===== config.mk =====
export PLATFORM = sky130hd
export DESIGN_NAME = dram_region_boundary_regs
export DESIGN_NICKNAME = d
export VERILOG_FILES = /design/src/dram_region_pkg.sv /design/src/upper_decode.sv /design/src/dram_region_boundary_regs.sv
export VERILOG_INCLUDE_DIRS = /design/src
export SDC_FILE = /design/constraint.sdc
export NUM_CORES = 1
export LEC_CHECK = 0
export BUFFER_PORTS_ARGS = -buffer_cell sky130_fd_sc_hd__clkbuf_2
export CORE_ASPECT_RATIO = 0.7
export CORE_UTILIZATION = 36
export DETAILED_ROUTE_END_ITERATION = 16
export PLACE_DENSITY = 0.7
export SLEW_MARGIN = 20
export SYNTH_ARGS = -nofsm -noshare
export SYNTH_HDL_FRONTEND = slang
export SYNTH_SLANG_ARGS = --single-unit

===== constraint.sdc =====
create_clock -name mclk -period 5.9 [get_ports mclk]
set_clock_uncertainty 0.1 [all_clocks]
set_input_delay 1.475 -clock mclk [delete_from_list [all_inputs] [get_ports mclk]]
set_output_delay 1.475 -clock mclk [all_outputs]
set_load 0.005 [all_outputs]

===== src/dram_region_consts.svh =====
// Constants for the DRAM region boundary register bank
// Operation
// Upper usable top holds address bits 35:20 of top above 4 GB.
// Decode to DRAM when address is at/above 4 GB and below upper top.
// Boundary bits 19:0 are zero; 1 MB comparison resolution.
// Software sets upper top to memory top minus stolen when reclaim off.
// With reclaim on, software sets upper top to reclaim limit plus one.
// Upper top register is 16-bit read/write, reset value zero.
// Stolen base keeps bits 31:20; low 20 bits reserved, read zero.
// Software derives stolen base from low usable top minus stolen size.
// Stolen base writes ignored once the lock bit is set.
// Segment base keeps bits 31:20; low 20 bits reserved, read zero.
// Software derives segment base from stolen base minus segment size.
// Segment base writes ignored once the lock bit is set.
// Both 32-bit base registers reset to zero.
// Low usable top carries address bits 31:20 below 4 GB.
// Lock is sticky until device reset.
`ifndef DRAM_REGION_CONSTS_SVH
`define DRAM_REGION_CONSTS_SVH
`define OFF_UPPER_TOP    8'ha2
`define OFF_STOLEN_BASE  8'ha4
`define OFF_SEG_BASE     8'hac
`define UPPER_TOP_RESET  16'h0000
`define BASE_FIELD_RESET 12'h000
`define BASE_LSB         20
`define BASE_MSB         31
`define FOUR_GB_MB       16'h1000
`define ADDR_W           36
`define MB_LSB           20
`define ADDR_MSB         35
`endif


===== src/dram_region_pkg.sv =====
// Types for the DRAM region boundary register bank
package dram_region_pkg;
  typedef struct packed {
    logic        wr;
    logic        rd;
    logic [7:0]  addr;
    logic [3:0]  be;
    logic [31:0] wdata;
  } cfg_req_t;
  typedef struct packed {
    logic        valid;
    logic [35:0] addr;
  } host_req_t;
endpackage


===== src/upper_decode.sv =====
// Upper DRAM window comparator
`timescale 1ns/1ps
`default_nettype none
`include "dram_region_consts.svh"
module upper_decode
  import dram_region_pkg::*;
(
  // Request and boundary
  input  wire host_req_t   req,
  input  wire logic [15:0] upper_top,
  // Decision
  output logic             hit
);
  logic [15:0] addr_mb;
  assign addr_mb = req.addr[`ADDR_MSB:`MB_LSB];
  assign hit = req.valid && (addr_mb >= `FOUR_GB_MB) && (addr_mb < upper_top);
endmodule
`default_nettype wire


===== src/dram_region_boundary_regs.sv =====
// Lockable DRAM region boundary registers and upper window decode
`timescale 1ns/1ps
`default_nettype none
`include "dram_region_consts.svh"
module dram_region_boundary_regs
  import dram_region_pkg::*;
(
  // Clock and reset
  input  wire logic        mclk,
  input  wire logic        rst_n,
  // Configuration access
  input  wire cfg_req_t    cfg,
  output logic [31:0]      cfg_rdata,
  output logic             cfg_rvalid,
  // Memory controller side
  input  wire logic        smram_lock_set,
  input  wire logic [11:0] low_usable_top,
  // Host requests
  input  wire host_req_t   host_req,
  output logic             upper_dram_hit,
  // State
  output logic             smram_lock,
  output logic [15:0]      upper_usable_top,
  output logic [11:0]      stolen_base,
  output logic [11:0]      smm_segment_base_field
);
  logic rst_s1_q;
  logic rst_s2_q;
  logic lock_q;
  logic [15:0] top_q;
  logic [11:0] stolen_q;
  logic [11:0] seg_q;
  logic hit_d;
  logic hit_q;
  logic [31:0] rdata_d;

  // Reset released through two flops to avoid metastable release
  always_ff @(posedge mclk or negedge rst_n)
  begin
    if (!rst_n)
    begin
      rst_s1_q <= 1'b0;
      rst_s2_q <= 1'b0;
    end
    else
    begin
      rst_s1_q <= 1'b1;
      rst_s2_q <= rst_s1_q;
    end
  end

  function automatic logic hit_word(input cfg_req_t c, input logic [7:0] off);
    hit_word = c.wr && (c.addr == off);
  endfunction

  // Lock only clears at reset
  always_ff @(posedge mclk or negedge rst_s2_q)
  begin
    if (!rst_s2_q)
      lock_q <= 1'b0;
    else if (smram_lock_set)
      lock_q <= 1'b1;
  end

  // Upper top is not lockable here; byte lanes honoured
  always_ff @(posedge mclk or negedge rst_s2_q)
  begin
    if (!rst_s2_q)
      top_q <= `UPPER_TOP_RESET;
    else if (hit_word(cfg, `OFF_UPPER_TOP))
    begin
      if (cfg.be[0])
        top_q[7:0] <= cfg.wdata[7:0];
      if (cfg.be[1])
        top_q[15:8] <= cfg.wdata[15:8];
    end
  end

  // Writes under lock are dropped silently
  always_ff @(posedge mclk or negedge rst_s2_q)
  begin
    if (!rst_s2_q)
      stolen_q <= `BASE_FIELD_RESET;
    else if (hit_word(cfg, `OFF_STOLEN_BASE) && !lock_q)
    begin
      if (cfg.be[2])
        stolen_q[3:0] <= cfg.wdata[23:20];
      if (cfg.be[3])
        stolen_q[11:4] <= cfg.wdata[31:24];
    end
  end

  always_ff @(posedge mclk or negedge rst_s2_q)
  begin
    if (!rst_s2_q)
      seg_q <= `BASE_FIELD_RESET;
    else if (hit_word(cfg, `OFF_SEG_BASE) && !lock_q)
    begin
      if (cfg.be[2])
        seg_q[3:0] <= cfg.wdata[23:20];
      if (cfg.be[3])
        seg_q[11:4] <= cfg.wdata[31:24];
    end
  end

  // Read mux; reserved low bits and unmapped offsets read zero
  always_comb
  begin
    rdata_d = 32'h0000_0000;
    unique case (cfg.addr)
      `OFF_UPPER_TOP:   rdata_d = {16'h0000, top_q};
      `OFF_STOLEN_BASE: rdata_d = {stolen_q, 20'h00000};
      `OFF_SEG_BASE:    rdata_d = {seg_q, 20'h00000};
      default:          rdata_d = 32'h0000_0000;
    endcase
  end

  always_ff @(posedge mclk or negedge rst_s2_q)
  begin
    if (!rst_s2_q)
    begin
      cfg_rdata  <= 32'h0000_0000;
      cfg_rvalid <= 1'b0;
    end
    else
    begin
      cfg_rdata  <= cfg.rd ? rdata_d : 32'h0000_0000;
      cfg_rvalid <= cfg.rd;
    end
  end

  upper_decode u_dec (
    .req       (host_req),
    .upper_top (top_q),
    .hit       (hit_d)
  );

  // Registered decision costs one cycle but keeps the output a flop
  always_ff @(posedge mclk or negedge rst_s2_q)
  begin
    if (!rst_s2_q)
      hit_q <= 1'b0;
    else
      hit_q <= hit_d;
  end

  always_ff @(posedge mclk or negedge rst_s2_q)
  begin
    if (!rst_s2_q)
    begin
      smram_lock             <= 1'b0;
      upper_usable_top       <= `UPPER_TOP_RESET;
      stolen_base            <= `BASE_FIELD_RESET;
      smm_segment_base_field <= `BASE_FIELD_RESET;
    end
    else
    begin
      smram_lock             <= lock_q;
      upper_usable_top       <= top_q;
      stolen_base            <= stolen_q;
      smm_segment_base_field <= seg_q;
    end
  end
  assign upper_dram_hit = hit_q;

  // low_usable_top is carried for software's stolen-base arithmetic only
  logic [11:0] low_top_unused;
  assign low_top_unused = low_usable_top;

  a_lock_sticky: assert property (@(posedge mclk) disable iff (!rst_s2_q)
    lock_q |=> lock_q) else $error("lock dropped");
  a_stolen_locked: assert property (@(posedge mclk) disable iff (!rst_s2_q)
    lock_q |=> $stable(stolen_q)) else $error("stolen base changed under lock");
  a_seg_locked: assert property (@(posedge mclk) disable iff (!rst_s2_q)
    lock_q |=> $stable(seg_q)) else $error("segment base changed under lock");
  a_top_write: assert property (@(posedge mclk) disable iff (!rst_s2_q)
    hit_word(cfg, `OFF_UPPER_TOP) && cfg.be == 4'hf |=> top_q == $past(cfg.wdata[15:0]))
    else $error("upper top not written");
  a_hit_low: assert property (@(posedge mclk) disable iff (!rst_s2_q)
    host_req.valid && host_req.addr[35:32] == 4'h0 |=> !upper_dram_hit)
    else $error("hit below 4 GB");
  a_hit_top: assert property (@(posedge mclk) disable iff (!rst_s2_q)
    host_req.valid && host_req.addr[35:20] >= top_q |=> !upper_dram_hit)
    else $error("hit at or above top");
  a_stolen_read: assert property (@(posedge mclk) disable iff (!rst_s2_q)
    cfg.rd && cfg.addr == `OFF_STOLEN_BASE |=> cfg_rvalid && cfg_rdata[19:0] == 20'h00000)
    else $error("stolen reserved bits set");
  a_seg_read: assert property (@(posedge mclk) disable iff (!rst_s2_q)
    cfg.rd && cfg.addr == `OFF_SEG_BASE |=> cfg_rdata == {$past(seg_q), 20'h00000})
    else $error("segment read wrong");
  a_reset_zero: assert property (@(posedge mclk)
    $rose(rst_s2_q) |-> stolen_q == 12'h000 && seg_q == 12'h000) else $error("base not reset");
  // Output copies trail the working registers by exactly one cycle
  a_top_copy: assert property (@(posedge mclk) disable iff (!rst_s2_q)
    upper_usable_top == $past(top_q))
    else $error("upper top output copy wrong");

  a_stolen_copy: assert property (@(posedge mclk) disable iff (!rst_s2_q)
    stolen_base == $past(stolen_q))
    else $error("stolen base output copy wrong");

  a_seg_copy: assert property (@(posedge mclk) disable iff (!rst_s2_q)
    smm_segment_base_field == $past(seg_q))
    else $error("segment base output copy wrong");

  a_lock_copy: assert property (@(posedge mclk) disable iff (!rst_s2_q)
    smram_lock == $past(lock_q))
    else $error("lock output copy wrong");

  // Read answer follows the read strobe one cycle later, for as many cycles as rd is held
  a_rvalid_rise: assert property (@(posedge mclk) disable iff (!rst_s2_q)
    cfg.rd |=> cfg_rvalid)
    else $error("read not answered");

  a_rvalid_idle: assert property (@(posedge mclk) disable iff (!rst_s2_q)
    !cfg.rd |=> !cfg_rvalid)
    else $error("read answer without request");

  a_idle_rdata: assert property (@(posedge mclk) disable iff (!rst_s2_q)
    !cfg.rd |=> cfg_rdata == 32'h0000_0000)
    else $error("read data not zero when idle");

  a_top_read: assert property (@(posedge mclk) disable iff (!rst_s2_q)
    cfg.rd && cfg.addr == `OFF_UPPER_TOP |=> cfg_rdata == {16'h0000, $past(top_q)})
    else $error("upper top read wrong");

  a_stolen_value: assert property (@(posedge mclk) disable iff (!rst_s2_q)
    cfg.rd && cfg.addr == `OFF_STOLEN_BASE |=> cfg_rdata[`BASE_MSB:`BASE_LSB] == $past(stolen_q))
    else $error("stolen base read wrong");

  a_seg_reserved: assert property (@(posedge mclk) disable iff (!rst_s2_q)
    cfg.rd && cfg.addr == `OFF_SEG_BASE |=> cfg_rdata[19:0] == 20'h00000)
    else $error("segment reserved bits set");

  a_unmapped_read: assert property (@(posedge mclk) disable iff (!rst_s2_q)
    cfg.rd && cfg.addr != `OFF_UPPER_TOP && cfg.addr != `OFF_STOLEN_BASE && cfg.addr != `OFF_SEG_BASE
    |=> cfg_rdata == 32'h0000_0000)
    else $error("unmapped read not zero");

  // Unlocked full writes land in the field
  a_stolen_write: assert property (@(posedge mclk) disable iff (!rst_s2_q)
    hit_word(cfg, `OFF_STOLEN_BASE) && !lock_q && cfg.be[3:2] == 2'b11 |=> stolen_q == $past(cfg.wdata[31:20]))
    else $error("stolen base not written");

  a_seg_write: assert property (@(posedge mclk) disable iff (!rst_s2_q)
    hit_word(cfg, `OFF_SEG_BASE) && !lock_q && cfg.be[3:2] == 2'b11 |=> seg_q == $past(cfg.wdata[31:20]))
    else $error("segment base not written");

  // Byte lanes touch only their own bits
  a_stolen_lane: assert property (@(posedge mclk) disable iff (!rst_s2_q)
    hit_word(cfg, `OFF_STOLEN_BASE) && !lock_q && cfg.be[3:2] == 2'b01
    |=> stolen_q[11:4] == $past(stolen_q[11:4]) && stolen_q[3:0] == $past(cfg.wdata[23:20]))
    else $error("stolen lane write wrong");

  a_seg_lane: assert property (@(posedge mclk) disable iff (!rst_s2_q)
    hit_word(cfg, `OFF_SEG_BASE) && !lock_q && cfg.be[3:2] == 2'b10
    |=> seg_q[3:0] == $past(seg_q[3:0]) && seg_q[11:4] == $past(cfg.wdata[31:24]))
    else $error("segment lane write wrong");

  a_top_lane: assert property (@(posedge mclk) disable iff (!rst_s2_q)
    hit_word(cfg, `OFF_UPPER_TOP) && cfg.be[1:0] == 2'b01
    |=> top_q[15:8] == $past(top_q[15:8]) && top_q[7:0] == $past(cfg.wdata[7:0]))
    else $error("upper top lane write wrong");

  a_top_nolane: assert property (@(posedge mclk) disable iff (!rst_s2_q)
    hit_word(cfg, `OFF_UPPER_TOP) && cfg.be[1:0] == 2'b00 |=> $stable(top_q))
    else $error("upper top changed without lanes");

  a_stolen_nolane: assert property (@(posedge mclk) disable iff (!rst_s2_q)
    hit_word(cfg, `OFF_STOLEN_BASE) && cfg.be[3:2] == 2'b00 |=> $stable(stolen_q))
    else $error("stolen base changed without lanes");

  a_seg_nolane: assert property (@(posedge mclk) disable iff (!rst_s2_q)
    hit_word(cfg, `OFF_SEG_BASE) && cfg.be[3:2] == 2'b00 |=> $stable(seg_q))
    else $error("segment base changed without lanes");

  // Fields only move on their own write
  a_top_hold: assert property (@(posedge mclk) disable iff (!rst_s2_q)
    !hit_word(cfg, `OFF_UPPER_TOP) |=> $stable(top_q))
    else $error("upper top changed unasked");

  a_stolen_hold: assert property (@(posedge mclk) disable iff (!rst_s2_q)
    !hit_word(cfg, `OFF_STOLEN_BASE) |=> $stable(stolen_q))
    else $error("stolen base changed unasked");

  a_seg_hold: assert property (@(posedge mclk) disable iff (!rst_s2_q)
    !hit_word(cfg, `OFF_SEG_BASE) |=> $stable(seg_q))
    else $error("segment base changed unasked");

  a_lock_take: assert property (@(posedge mclk) disable iff (!rst_s2_q)
    smram_lock_set |=> lock_q)
    else $error("lock not taken");

  a_lock_idle: assert property (@(posedge mclk) disable iff (!rst_s2_q)
    !smram_lock_set && !lock_q |=> !lock_q)
    else $error("lock set without request");

  // Window decode, both directions
  a_hit_in: assert property (@(posedge mclk) disable iff (!rst_s2_q)
    host_req.valid && host_req.addr[`ADDR_MSB:`MB_LSB] >= `FOUR_GB_MB
    && host_req.addr[`ADDR_MSB:`MB_LSB] < top_q |=> upper_dram_hit)
    else $error("hit missed inside window");

  a_hit_idle: assert property (@(posedge mclk) disable iff (!rst_s2_q)
    !host_req.valid |=> !upper_dram_hit)
    else $error("hit without request");

  a_hit_above: assert property (@(posedge mclk) disable iff (!rst_s2_q)
    upper_dram_hit |-> $past(host_req.addr[`ADDR_MSB:`MB_LSB]) >= `FOUR_GB_MB)
    else $error("hit below window");

  c_top_read: cover property (@(posedge mclk) disable iff (!rst_s2_q)
    cfg.rd && cfg.addr == `OFF_UPPER_TOP);

  c_hit: cover property (@(posedge mclk) disable iff (!rst_s2_q) upper_dram_hit);
  c_lock: cover property (@(posedge mclk) disable iff (!rst_s2_q) $rose(lock_q));
  c_locked_wr: cover property (@(posedge mclk) disable iff (!rst_s2_q)
    lock_q && hit_word(cfg, `OFF_STOLEN_BASE));
endmodule
`default_nettype wire


## Word level (Yosys, flattened, before mapping)

Cells that the tools add are included.

| word-level totals | value |
|---|---|
| register bits after elaboration | 118 |
| bits of input ports | 98 |
| output and inout port bits | 75 |
| word-level logic and storage cells | 37 |

| operators by class | value |
|---|---|
| order comparisons | 2 |
| equality and inequality tests | 3 |
| mux-type cells | 2 |
| reductions and logical operators | 14 |

Operators by type and width:

| kind | count |
|---|---|
| case mux 32 bit (3 select lines) | 1 |
| 2-to-1 mux 32 bit | 1 |
| equality test 8 bit (second input constant) | 3 |
| >= comparator 16 x 13 -> 1 bit (second input constant) | 1 |
| less-than comparator 16 bit | 1 |
| AND reduction 2 bit | 6 |
| logical AND 1 bit | 7 |
| logical NOT 1 bit | 1 |

## Depth between registers and ports, before layout

Gate-level depths: netlist of the first run.

| depth | value |
|---|---|
| depth in word-level cells | 4 |
| depth in mapped cells | 6 |
| depth with buffers taken out | 6 |

## Hierarchy

From an unflattened synthesis of the first run, not the netlist that was laid out.

| unflattened totals | value |
|---|---|
| cells, all modules | 278 |
| area, all modules | 4177.8 um^2 |

By module, submodules not included:

| module | times used | cells an instance | area an instance (um^2) | sequential area each (um^2) |
|---|---|---|---|---|
| dram_region_boundary_regs | 1 | 224 | 3788.6 | 2852.7 |
| upper_decode | 1 | 54 | 389.1 | 0.0 |

## Worst setup path after synthesis of the first run

OpenSTA, ideal clock, no wires.

| timing | value |
|---|---|
| path kind | input port to flip-flop |
| from | input port cfg[36] in the netlist's numbering |
| to | register seg_q[10] |
| setup time | 0.127 ns |
| arrival time | 2.633 ns |
| data required time | 5.673 ns |
| setup slack | 3.039 ns |
| stages on the path | 5 |
| path buffers | 1 |
| path through | nand4bb_4 and4bb_1 and3_1 buf_4 mux2_1 |

| on the way | value |
|---|---|
| word-level cells in the longest chain between the ends | 4 |

Ends and longest elaborated chain:

| item | RTL line | source |
|---|---|---|
| start: declaration | dram_region_boundary_regs.sv:12 | `input wire cfg_req_t cfg,` |
| equality test 8 bit | dram_region_boundary_regs.sv:53 | `hit_word = c.wr && (c.addr == off);` |
| logical AND 1 bit | dram_region_boundary_regs.sv:53 |  |
| logical AND 1 bit | dram_region_boundary_regs.sv:97 | `` else if (hit_word(cfg, `OFF_SEG_BASE) && !lock_q) `` |
| AND reduction 2 bit (no line) | -- |  |
| end signal: assignment | dram_region_boundary_regs.sv:96 | `` seg_q <= `BASE_FIELD_RESET; `` |
| end signal: assignment | dram_region_boundary_regs.sv:102 | `seg_q[11:4] <= cfg.wdata[31:24];` |
| end: declaration | dram_region_boundary_regs.sv:32 | `logic [11:0] seg_q;` |

Every way passes these cells.
A chain may end at the register's enable or synchronous reset.

## Final worst setup path of the first run

| timing | value |
|---|---|
| from | input port cfg[36] in the netlist's numbering |
| to | register stolen_q[10] |

| on the way | value |
|---|---|
| word-level cells in the longest chain between the ends | 4 |

Ends and longest elaborated chain:

| item | RTL line | source |
|---|---|---|
| equality test 8 bit | dram_region_boundary_regs.sv:53 |  |
| logical AND 1 bit | dram_region_boundary_regs.sv:53 |  |
| logical AND 1 bit | dram_region_boundary_regs.sv:84 | `` else if (hit_word(cfg, `OFF_STOLEN_BASE) && !lock_q) `` |
| AND reduction 2 bit (no line) | -- |  |
| end signal: assignment | dram_region_boundary_regs.sv:83 | `` stolen_q <= `BASE_FIELD_RESET; `` |
| end signal: assignment | dram_region_boundary_regs.sv:89 | `stolen_q[11:4] <= cfg.wdata[31:24];` |
| end: declaration | dram_region_boundary_regs.sv:31 | `logic [11:0] stolen_q;` |

Every way passes these cells.

==> flow_metrics.env, run 1 <==
export IMPL_clk_latency_ns=0.40
export IMPL_finalSetupViolations=0
export IMPL_cts_clk_slew_worst_paths_ns=0.05
export IMPL_layout_drive_gt1_share=0.446
export IMPL_h_tree_depth=4
export IMPL_synth_top_area_cell="dfrtp_1"
export IMPL_ir_worst_vdd_mv=0.172
export IMPL_routed_wl_met3_um=601
export IMPL_holdBufCountCts=0
export IMPL_cts_tree="yes"
export IMPL_p_sw_w=0.000390
export IMPL_pin_count=173
export IMPL_synthFlopType="dfrtp_1"
export IMPL_synth_seq_cells=114
export IMPL_start_kind="input port"
export IMPL_ys_seq_area_frac=0.686
export IMPL_grt_pass1_wl_mm=13.7
export IMPL_cap_violations=0
export IMPL_period_needed_ns=3.35
export IMPL_ctsResizeCount=0
export IMPL_initial_utilization=0.374
export IMPL_clockBufferDepth=2
export IMPL_fillCellCount=1018
export IMPL_syn2layout_area_growth_pct=34.2
export IMPL_synthCells=280
export IMPL_cp_required_ns=6.08
export IMPL_coreArea_um2=11100
export IMPL_portBuffers=132
export IMPL_rsz0062_at_grt="false"
export IMPL_hpwl_mm=6.22
export IMPL_grt_max_degree=76
export IMPL_critPathCaptureType="flip-flop"
export IMPL_postSynthAreaPerCell_um2=14.9
export IMPL_hold_path_class="flip-flop to async pin"
export IMPL_cts_buffers=17
export IMPL_worst_path_max_fanout=14
export IMPL_dieArea_um2=12000
export IMPL_die_w_um=131
export IMPL_grt_overflow=0
export IMPL_drtIter0Drc=78
export IMPL_final_area_um2=5590
export IMPL_antenna_found_initial=0
export IMPL_fmaxAchievable_ghz=0.298
export IMPL_antenna_cells=0
export IMPL_highest_layer="met4"
export IMPL_ff_latch_area_um2=2860
export IMPL_postCtsSetupRepairBufs=0
export IMPL_dieHeight_um=92.0
export IMPL_p_leak_nw=2.98
export IMPL_dr_pass1_iters=4
export IMPL_yosys_top_cells_area="dfrtp_1, mux2_2, ha_1"
export IMPL_row_count=32
export IMPL_grt_usage=0.156
export IMPL_wl_met1_mm=4.12
export IMPL_place_congestion=0.734
export IMPL_async_reset_ff_frac=1.00
export IMPL_drcViolationCount=0
export IMPL_setup_tns_ns=0
export IMPL_outcome="complete, no violations"
export IMPL_max_slew_margin=0.369
export IMPL_synth_edf_count=0
export IMPL_syn_area_um2=4160
export IMPL_cp_arrival_ns=3.53
export IMPL_report_final_hold_viol_count=0
export IMPL_wl_mm=8.62
export IMPL_crit_type="input port to flip-flop"
export IMPL_wl_met2_mm=3.80
export IMPL_yosysTopAreaCellShare=0.686
export IMPL_yosys_warnings=0
export IMPL_power_w=0.00193
export IMPL_via_count=2625
export IMPL_clock_sinks=114
export IMPL_final_cells=588
export IMPL_pwr_share_seq=0.415
export IMPL_finalCritPeriodShare=0.568
export IMPL_drtAntennaViolNets=0
export IMPL_drv_slew=0
export IMPL_p_per_area_nw_per_um2=345
export IMPL_switching_share=0.203
export IMPL_comb_power_share=0.032
export IMPL_grt_pass1_vias=2734
export IMPL_root_buffer="clkbuf_16"
export IMPL_clockPowerShare=0.553
export IMPL_multi_input_area_um2=1180
export IMPL_wire_per_inst_um=14.7
export IMPL_tightestPinTransition_ns=0.943
export IMPL_dpl_instance_area_um2=4960
export IMPL_vias_per_cell=4.46
export IMPL_p_int_w=0.00154
export IMPL_synth_cell_type_count=34
export IMPL_nNetsFinal=535
export IMPL_dp_cells=556
==> placed cells by master (no fill, tap or decap), drive strengths merged, types with 3 or more instances in the layout <==
| master | n |
|---|---|
| a21oi | 5 |
| a22oi | 12 |
| and2 | 16 |
| and3 | 5 |
| bufinv | 4 |
| clkbuf | 150 |
| clkinv | 7 |
| conb | 5 |
| dfrtp | 114 |
| ha | 15 |
| inv | 17 |
| mux2 | 40 |
| nand4 | 3 |
| nor2 | 15 |
==> power groups by stage <==
stage | Sequential [W] | Clock (W) | Combinational (W)
after detailed placement | 0.000813 | 0 | 0.0000633
after global routing | 0.000801 | 0.00112 | 0.0000713
final | 0.000799 | 0.00106 | 0.0000620
after floorplan | 0.000818 | 0 | 0.0000215
after global placement | 0.000813 | 0 | 0.0000607
after CTS | 0.000800 | 0.00109 | 0.0000637
==> cell usage after synthesis, types with 2 or more instances <==
library cell / number
and2_1: 16
clkbuf_1: 2
mux2_1: 16
nor2b_1: 2
a22oi_1: 12
conb_1: 2
dfrtp_1: 114
a2111oi_0: 2
buf_2: 6
a21oi_1: 5
nand2_1: 2
and3_1: 5
inv_1: 16
nand4_1: 3
ha_1: 15
buf_4: 6
and4_1: 2
mux2_2: 24
nor2_1: 15
==> cells by family after synthesis <==
kind of cell	share of synthesized area
AOI/OAI and AO/OA	0.0424
adders and majority gates	0.0451
buffers and inverters	0.0343
DFF	0.686
muxes	0.108
other	0.00180
and+or+nand+nor	0.0827
==> worst paths after layout <==
| path | from | end | slack (ns) | cells past startpoint |
|---|---|---|---|---|
| max in group asynchronous | rst_s2_q | seg_q[0] | 4.22 | 1 |
| max reg2reg | top_q[1] | upper_dram_hit | 4.02 | 5 |
| min | rst_s2_q | lock_q | 0.19 | 0 |
| min in group mclk | rst_s1_q | rst_s2_q | 0.26 | 0 |
| min reg2reg | rst_s2_q | lock_q | 0.19 | 0 |
| max | cfg[36] | stolen_q[10] | 2.55 | 5 |
==> state kept, by name (all words and copies together), names as in the netlist <==
name                    cells
cfg_rdata                  28
cfg_rvalid                  1
lock_q                      1
rst_s1_q                    1
rst_s2_q                    1
seg_q                      12
smm_segment_base_field     12
smram_lock                  1
stolen_base                12
stolen_q                   12
top_q                      16
upper_dram_hit              1
upper_usable_top           16
==> stage by stage <==
step / utilization / setup WS, ns / hold slack [ns]
4_1_cts: 0.502 / 2.51 / 0.215
6_report: 0.502 / 2.55 / 0.191
3_5_place_dp: 0.446 / 2.09 / 0.213
5_1_grt: 0.502 / 2.46 / 0.254
3_3_place_gp: 0.446 / 2.14 / 0.200
2_1_floorplan: - / 2.39 / 0.231
==> per-layer routing <==
metal / up-vias / GRT usage
met1: 1285 / 0.212
met3: 14 / 0.0653
li1: 1240 / -
met5: - / 0
met2: 86 / 0.219
met4: 0 / 0.0632
==> critical path: stages <==
cell and delay [ns]:
clkbuf_2 0.08, nand4bb_4 0.25, nor4b_4 0.81, and3_1 0.55, mux2_1 0.37
==> final cells by class <==
cell class,count,area share
flip-flops and latches,114,0.511
clock buffers,18,0.0786
inverters,16,0.0108
clock inverters,14,0.0334
repair buffers,134,0.121
well taps,153,0.0343
multi-input cells,139,0.211
Note: power is estimated with default switching activity, not from simulation.
==> run 2: changes to the inputs <==
Settings changed: ABC_AREA from default to 1, PLACE_DENSITY 0.7 to 0.71.
Clock period 5.9 ns to 2.7 ns, I/O delays scaled along.
==> run 2 against run 1 <==
Sequential power up 120%. Total power is 120% higher. Clock power rose by 110%. Via count increased by 29%. First-iteration DRC count grew 130%. Global-route usage increased by 2.1 points. Wire length is 21% higher. Setup slack got worse by 1.7 ns. Combinational power grew to 2.7 times the previous value. Utilization is 0.45 points lower. Design area grew 5.5%. Flip-flop and latch count unchanged. Largest cell class unchanged. Highest routed layer unchanged.
==> flow_metrics.env, run 2 <==
export IMPL_grt_pass1_wl_mm=17.1
export IMPL_critPathCaptureType="flip-flop"
export IMPL_outcome="complete, no violations"
export IMPL_drtIter0Drc=182
export IMPL_final_cell_mix="clkbuf_2, dfrtp_1, nand2_1"
export IMPL_period_needed_ns=1.89
export IMPL_crit_family="simple AND/OR/NAND/NOR gates"
export IMPL_yosys_warnings=0
export IMPL_hold_slack_ns=0.227
export IMPL_dieArea_um2=12800
export IMPL_drtAntennaViolNets=0
export IMPL_clockBufferDepth=2
export IMPL_synth_top_area_cell="dfrtp_1"
export IMPL_tightestPinTransition_ns=0.556
export IMPL_antenna_found_initial=0
export IMPL_layout_drive_gt1_share=0.344
export IMPL_pin_count=173
export IMPL_hold_path_class="flip-flop to async pin"
export IMPL_crit_top_cell="nand2_1"
export IMPL_synth_most_common_cell="dfrtp_1"
export IMPL_p_leak_nw=3.23
export IMPL_via_count=3386
export IMPL_cp_cell_sequence="clkbuf_2 -> inv_1 -> nand2_1 -> nor3_1 -> nand2_1 -> inv_2 -> nand3_1 -> nand2_1 -> nand2_1"
export IMPL_layout_commonest_cell="clkbuf_2"
export IMPL_p_per_area_nw_per_um2=707
export IMPL_antenna_cells=0
export IMPL_portBuffers=132
export IMPL_hpwl_mm=7.74
export IMPL_syn2layout_area_growth_pct=32.7
export IMPL_cap_violations=0
export IMPL_ys_top_cells_by_count="dfrtp_1, nand2_1, inv_1"
export IMPL_ctsResizeCount=0
export IMPL_grt_pass1_vias=3394
export IMPL_crit_slowest_cell="nand3_1"
export IMPL_yosys_top_cells_area="dfrtp_1, nand2_1, inv_1"
export IMPL_wl_mm=10.5
export IMPL_row_count=33
export IMPL_initial_utilization=0.375
export IMPL_report_final_hold_viol_count=0
export IMPL_grt_overflow=0
export IMPL_synthFlopType="dfrtp_1"
export IMPL_largest_register="cfg_rdata"
export IMPL_rsz0062_at_grt="false"
export IMPL_worst_path_max_fanout=11
export IMPL_fin_util=0.497
export IMPL_setup_tns_ns=0
export IMPL_drv_slew=0
export IMPL_grt_max_degree=44
export IMPL_finalSetupViolations=0
export IMPL_cts_buffers=17
export IMPL_start_kind="input port"
export IMPL_max_slew_margin=0.629
export IMPL_finalCritPeriodShare=0.701
export IMPL_postSynthAreaPerCell_um2=10.4
export IMPL_largest_reg_flops=28
export IMPL_cp_required_ns=2.88
export IMPL_h_tree_depth=4
export IMPL_grt_usage=0.177
export IMPL_ir_worst_vdd_mv=0.393
export IMPL_yosysTopAreaCellShare=0.642
export IMPL_cp_arrival_ns=2.08
export IMPL_clock_sinks=114
export IMPL_cts_tree="yes"
export IMPL_critPathBufInv=3
export IMPL_place_congestion=0.868
export IMPL_drcViolationCount=0
export IMPL_die_w_um=135
export IMPL_nNetsFinal=688
export IMPL_top_regs="cfg_rdata: 28 flops, top_q: 16 flops, upper_usable_top: 16 flops"
export IMPL_root_buffer="clkbuf_16"
export IMPL_synth_seq_cells=114
export IMPL_clk_latency_ns=0.40
export IMPL_crit_type="input port to flip-flop"
export IMPL_ys_seq_area_frac=0.642
export IMPL_wire_per_inst_um=14.0
export IMPL_power_w=0.00417
export IMPL_synthCells=428
export IMPL_synth_cell_type_count=23
export IMPL_dr_pass1_iters=5
export IMPL_vias_per_cell=4.54
export IMPL_critPathMaxStageDelay_ns=0.35
export IMPL_fmaxAchievable_ghz=0.528
export IMPL_coreArea_um2=11900
export IMPL_synth_edf_count=0
export IMPL_syn_area_um2=4440
export IMPL_async_reset_ff_frac=1.00
export IMPL_cts_clk_slew_worst_paths_ns=0.06
export IMPL_dieHeight_um=94.9
==> run 2: changes by cell type after synthesis, moves of 17 or more <==
cell     before  now
nor2_1       15   32
nand4_1       3   27
nand2_1       2  111
inv_1        16   53
mux2_2       24    0
==> run 2: metrics by stage <==
stage	instances	instance area [um^2]	setup slack, ns
final	745	5890	0.807
after global placement	712	5290	0.503
after floorplan	431	4450	0.694
after CTS	745	5890	0.874
after detailed placement	712	5290	0.450
after global routing	745	5890	0.750
==> run 2: logic make-up after synthesis <==
group,share of synthesized area
simple gates,0.198
fa+ha+maj,0.0423
compound gates,0.0423
other cells,0.00169
flops,0.642
buf+inv,0.0732
==> run 2: final timing paths <==
path | start | endpoint | slack [ns] | cells after the start
setup / recovery | cfg[37] | stolen_q[10] | 0.81 | 9
hold / removal | rst_s2_q | stolen_base[9] | 0.23 | 0
setup reg to reg | lock_q | seg_q[8] | 1.16 | 5
hold reg to reg | rst_s2_q | stolen_base[9] | 0.23 | 0
max in group asynchronous | rst_s2_q | top_q[11] | 1.51 | 1
min in group mclk | rst_s1_q | rst_s2_q | 0.25 | 0
==> run 2: worst register-to-register path, stage by stage (launching register included) <==
cell and delay [ns]:
dfrtp_1 0.40, nor2_2 0.16, buf_4 0.23, nand3_1 0.32, nand2_1 0.16, nand2_1 0.06
==> run 2: final cells by class <==
class                   count  area [um^2]
clock buffers              17          425
clock inverters            15          173
fillers                  1086         5960
inverters                  56          210
multi-input cells         243         1270
flip-flops and latches    114         2860
well taps                 157          196
repair buffers            143          758
==> run 2: timing repair <==
action	4_1_cts	5_1_grt
hold buffers	1	0
buffers inserted	0	0
endpoints found under the hold margin	2	0
==> run 2: power by group <==
part / internal, W / total [W] / leakage (nW) / switching (W)
Sequential: 0.00173 / 0.00175 / 1.57 / 0.0000208
Combinational: 0.0000698 / 0.000169 / 1.38 / 0.0000994
Clock: 0.00139 / 0.00225 / 0.278 / 0.000863
==> run 2: per-layer routing <==
| metal | wire, um | global-route usage | vias to the layer above |
|---|---|---|---|
| met2 | 4990 | 0.282 | 113 |
| met1 | 4700 | 0.236 | 1617 |
| met5 | 0 | 0 | - |
| met3 | 687 | 0.0499 | 10 |
| met4 | 92 | 0.0524 | 0 |
| li1 | - | - | 1646 |
==> run 3: changes to the inputs <==
Clock period 2.7 ns to 1.7 ns, I/O delays scaled along.
==> run 3 against run 2 <==
Utilization is 0.82 points higher. Global-route usage shrank 0.25 points. Total power up 58%. Largest cell class unchanged. Largest power group unchanged. Highest routed layer unchanged.
==> flow_metrics.env, run 3 (synthesized netlist as in run 2, its figures left out) <==
export IMPL_outcome="complete, no violations"
export IMPL_wire_per_inst_um=14.0
export IMPL_h_tree_depth=4
export IMPL_p_per_area_nw_per_um2=1100
export IMPL_initial_utilization=0.375
export IMPL_hold_slack_ns=0.0900
export IMPL_place_congestion=0.800
export IMPL_period_needed_ns=1.48
export IMPL_report_final_hold_viol_count=0
export IMPL_grt_pass1_vias=3314
export IMPL_root_buffer="clkbuf_16"
export IMPL_worst_slack_ns=0.224
export IMPL_largest_reg_flops=28
export IMPL_layout_drive_gt1_share=0.351
export IMPL_nNetsFinal=695
export IMPL_grt_max_degree=60
export IMPL_portBuffers=132
export IMPL_crit_type="flip-flop to flip-flop"
export IMPL_cap_violations=0
export IMPL_antenna_found_initial=0
export IMPL_layout_commonest_cell="clkbuf_2"
export IMPL_hold_path_class="flip-flop to async pin"
export IMPL_routed_wl_met3_um=573
export IMPL_grt_overflow=0
export IMPL_drtIter0Drc=176
export IMPL_start_kind="flip-flop"
export IMPL_largest_register="cfg_rdata"
export IMPL_finalSetupViolations=0
export IMPL_top_regs="cfg_rdata: 28 flops, top_q: 16 flops, upper_usable_top: 16 flops"
export IMPL_drcViolationCount=0
export IMPL_coreArea_um2=11900
export IMPL_fmaxAchievable_ghz=0.678
export IMPL_worst_path_max_fanout=3
export IMPL_clock_sinks=114
export IMPL_power_w=0.00657
export IMPL_dp_slack_ns=-0.0885
export IMPL_r2r_slack_ns=0.22
export IMPL_p_leak_nw=3.29
export IMPL_die_w_um=135
export IMPL_grt_usage=0.175
export IMPL_fillCellCount=1089
export IMPL_vias_per_cell=4.55
export IMPL_ctsResizeCount=0
export IMPL_syn2layout_area_growth_pct=34.9
export IMPL_rsz0062_at_grt="false"
export IMPL_hpwl_mm=7.83
export IMPL_cts_clk_slew_worst_paths_ns=0.06
export IMPL_final_cell_mix="clkbuf_2, dfrtp_1, nand2_1"
export IMPL_dieHeight_um=94.9
export IMPL_dieArea_um2=12800
export IMPL_clk_latency_ns=0.40
export IMPL_critPathCaptureType="flip-flop"
export IMPL_ir_worst_vdd_mv=0.607
export IMPL_cp_arrival_ns=1.70
export IMPL_pin_count=173
export IMPL_wl_met2_mm=5.05
export IMPL_dr_pass1_iters=4
export IMPL_drtAntennaViolNets=0
export IMPL_wl_mm=10.6
export IMPL_wl_met1_mm=4.75
export IMPL_antenna_cells=0
export IMPL_highest_layer="met4"
export IMPL_cts_tree="yes"
export IMPL_finalCritPeriodShare=0.868
export IMPL_cts_buffers=17
export IMPL_row_count=33
export IMPL_grt_pass1_wl_mm=16.8
export IMPL_clockBufferDepth=2
export IMPL_drv_slew=0
export IMPL_via_count=3423
export IMPL_cp_required_ns=1.92
-- run 3: stage by stage --
step | utilization | area, um^2 | std cells | TNS (ns)
2_1_floorplan | - | 4460 | 431 | 0
3_3_place_gp | 0.455 | 5390 | 719 | -0.223
3_5_place_dp | 0.455 | 5390 | 719 | -1.48
4_1_cts | 0.506 | 5990 | 752 | 0
5_1_grt | 0.506 | 5990 | 752 | 0
6_report | 0.506 | 5990 | 752 | 0
-- run 3: final timing paths --
path,cells after the start,start,endpoint
worst max-delay path,7,top_q[13],upper_dram_hit
worst min-delay path,0,rst_s2_q,stolen_q[11]
worst max register to register,7,top_q[13],upper_dram_hit
worst min register to register,0,rst_s2_q,stolen_q[11]
max in group asynchronous,1,rst_s2_q,top_q[10]
min in group mclk,1,cfg[44],cfg_rvalid
-- run 3: timing repair --
action / CTS / global route
setup buffers: 0 / 0
hold buffers: 1 / 0
hold endpoints to repair: 2 / 0
-- run 3: where the power goes --
part / switching (W) / total, W / internal, W
Combinational: 0.000170 / 0.000286 / 0.000116
Sequential: 0.0000210 / 0.00276 / 0.00274
Clock: 0.00130 / 0.00352 / 0.00221
-- run 3: cell type report --
class                   instances  area (um^2)  share of cell area
clock buffers                  18          439              0.0733
multi-input cells             243         1270               0.213
clock inverters                14          154              0.0257
well taps                     157          196              0.0328
inverters                      56          210              0.0351
repair buffers                150          861               0.144
flip-flops and latches        114         2860               0.477
-- run 3: metal layers --
| metal | vias up | GRT usage |
|---|---|---|
| li1 | 1658 | - |
| met1 | 1626 | 0.231 |
| met2 | 118 | 0.270 |
| met3 | 21 | 0.0467 |
| met4 | 0 | 0.0758 |
| met5 | - | 0 |
-- run 3: worst max-delay path, cell delays in order (launching register included) --
cell and delay, ns:
dfrtp_1 0.37, inv_1 0.07, ha_1 0.29, a21oi_1 0.15, nor2_1 0.06, nor3_1 0.18
nand2_1 0.08, a21oi_1 0.12
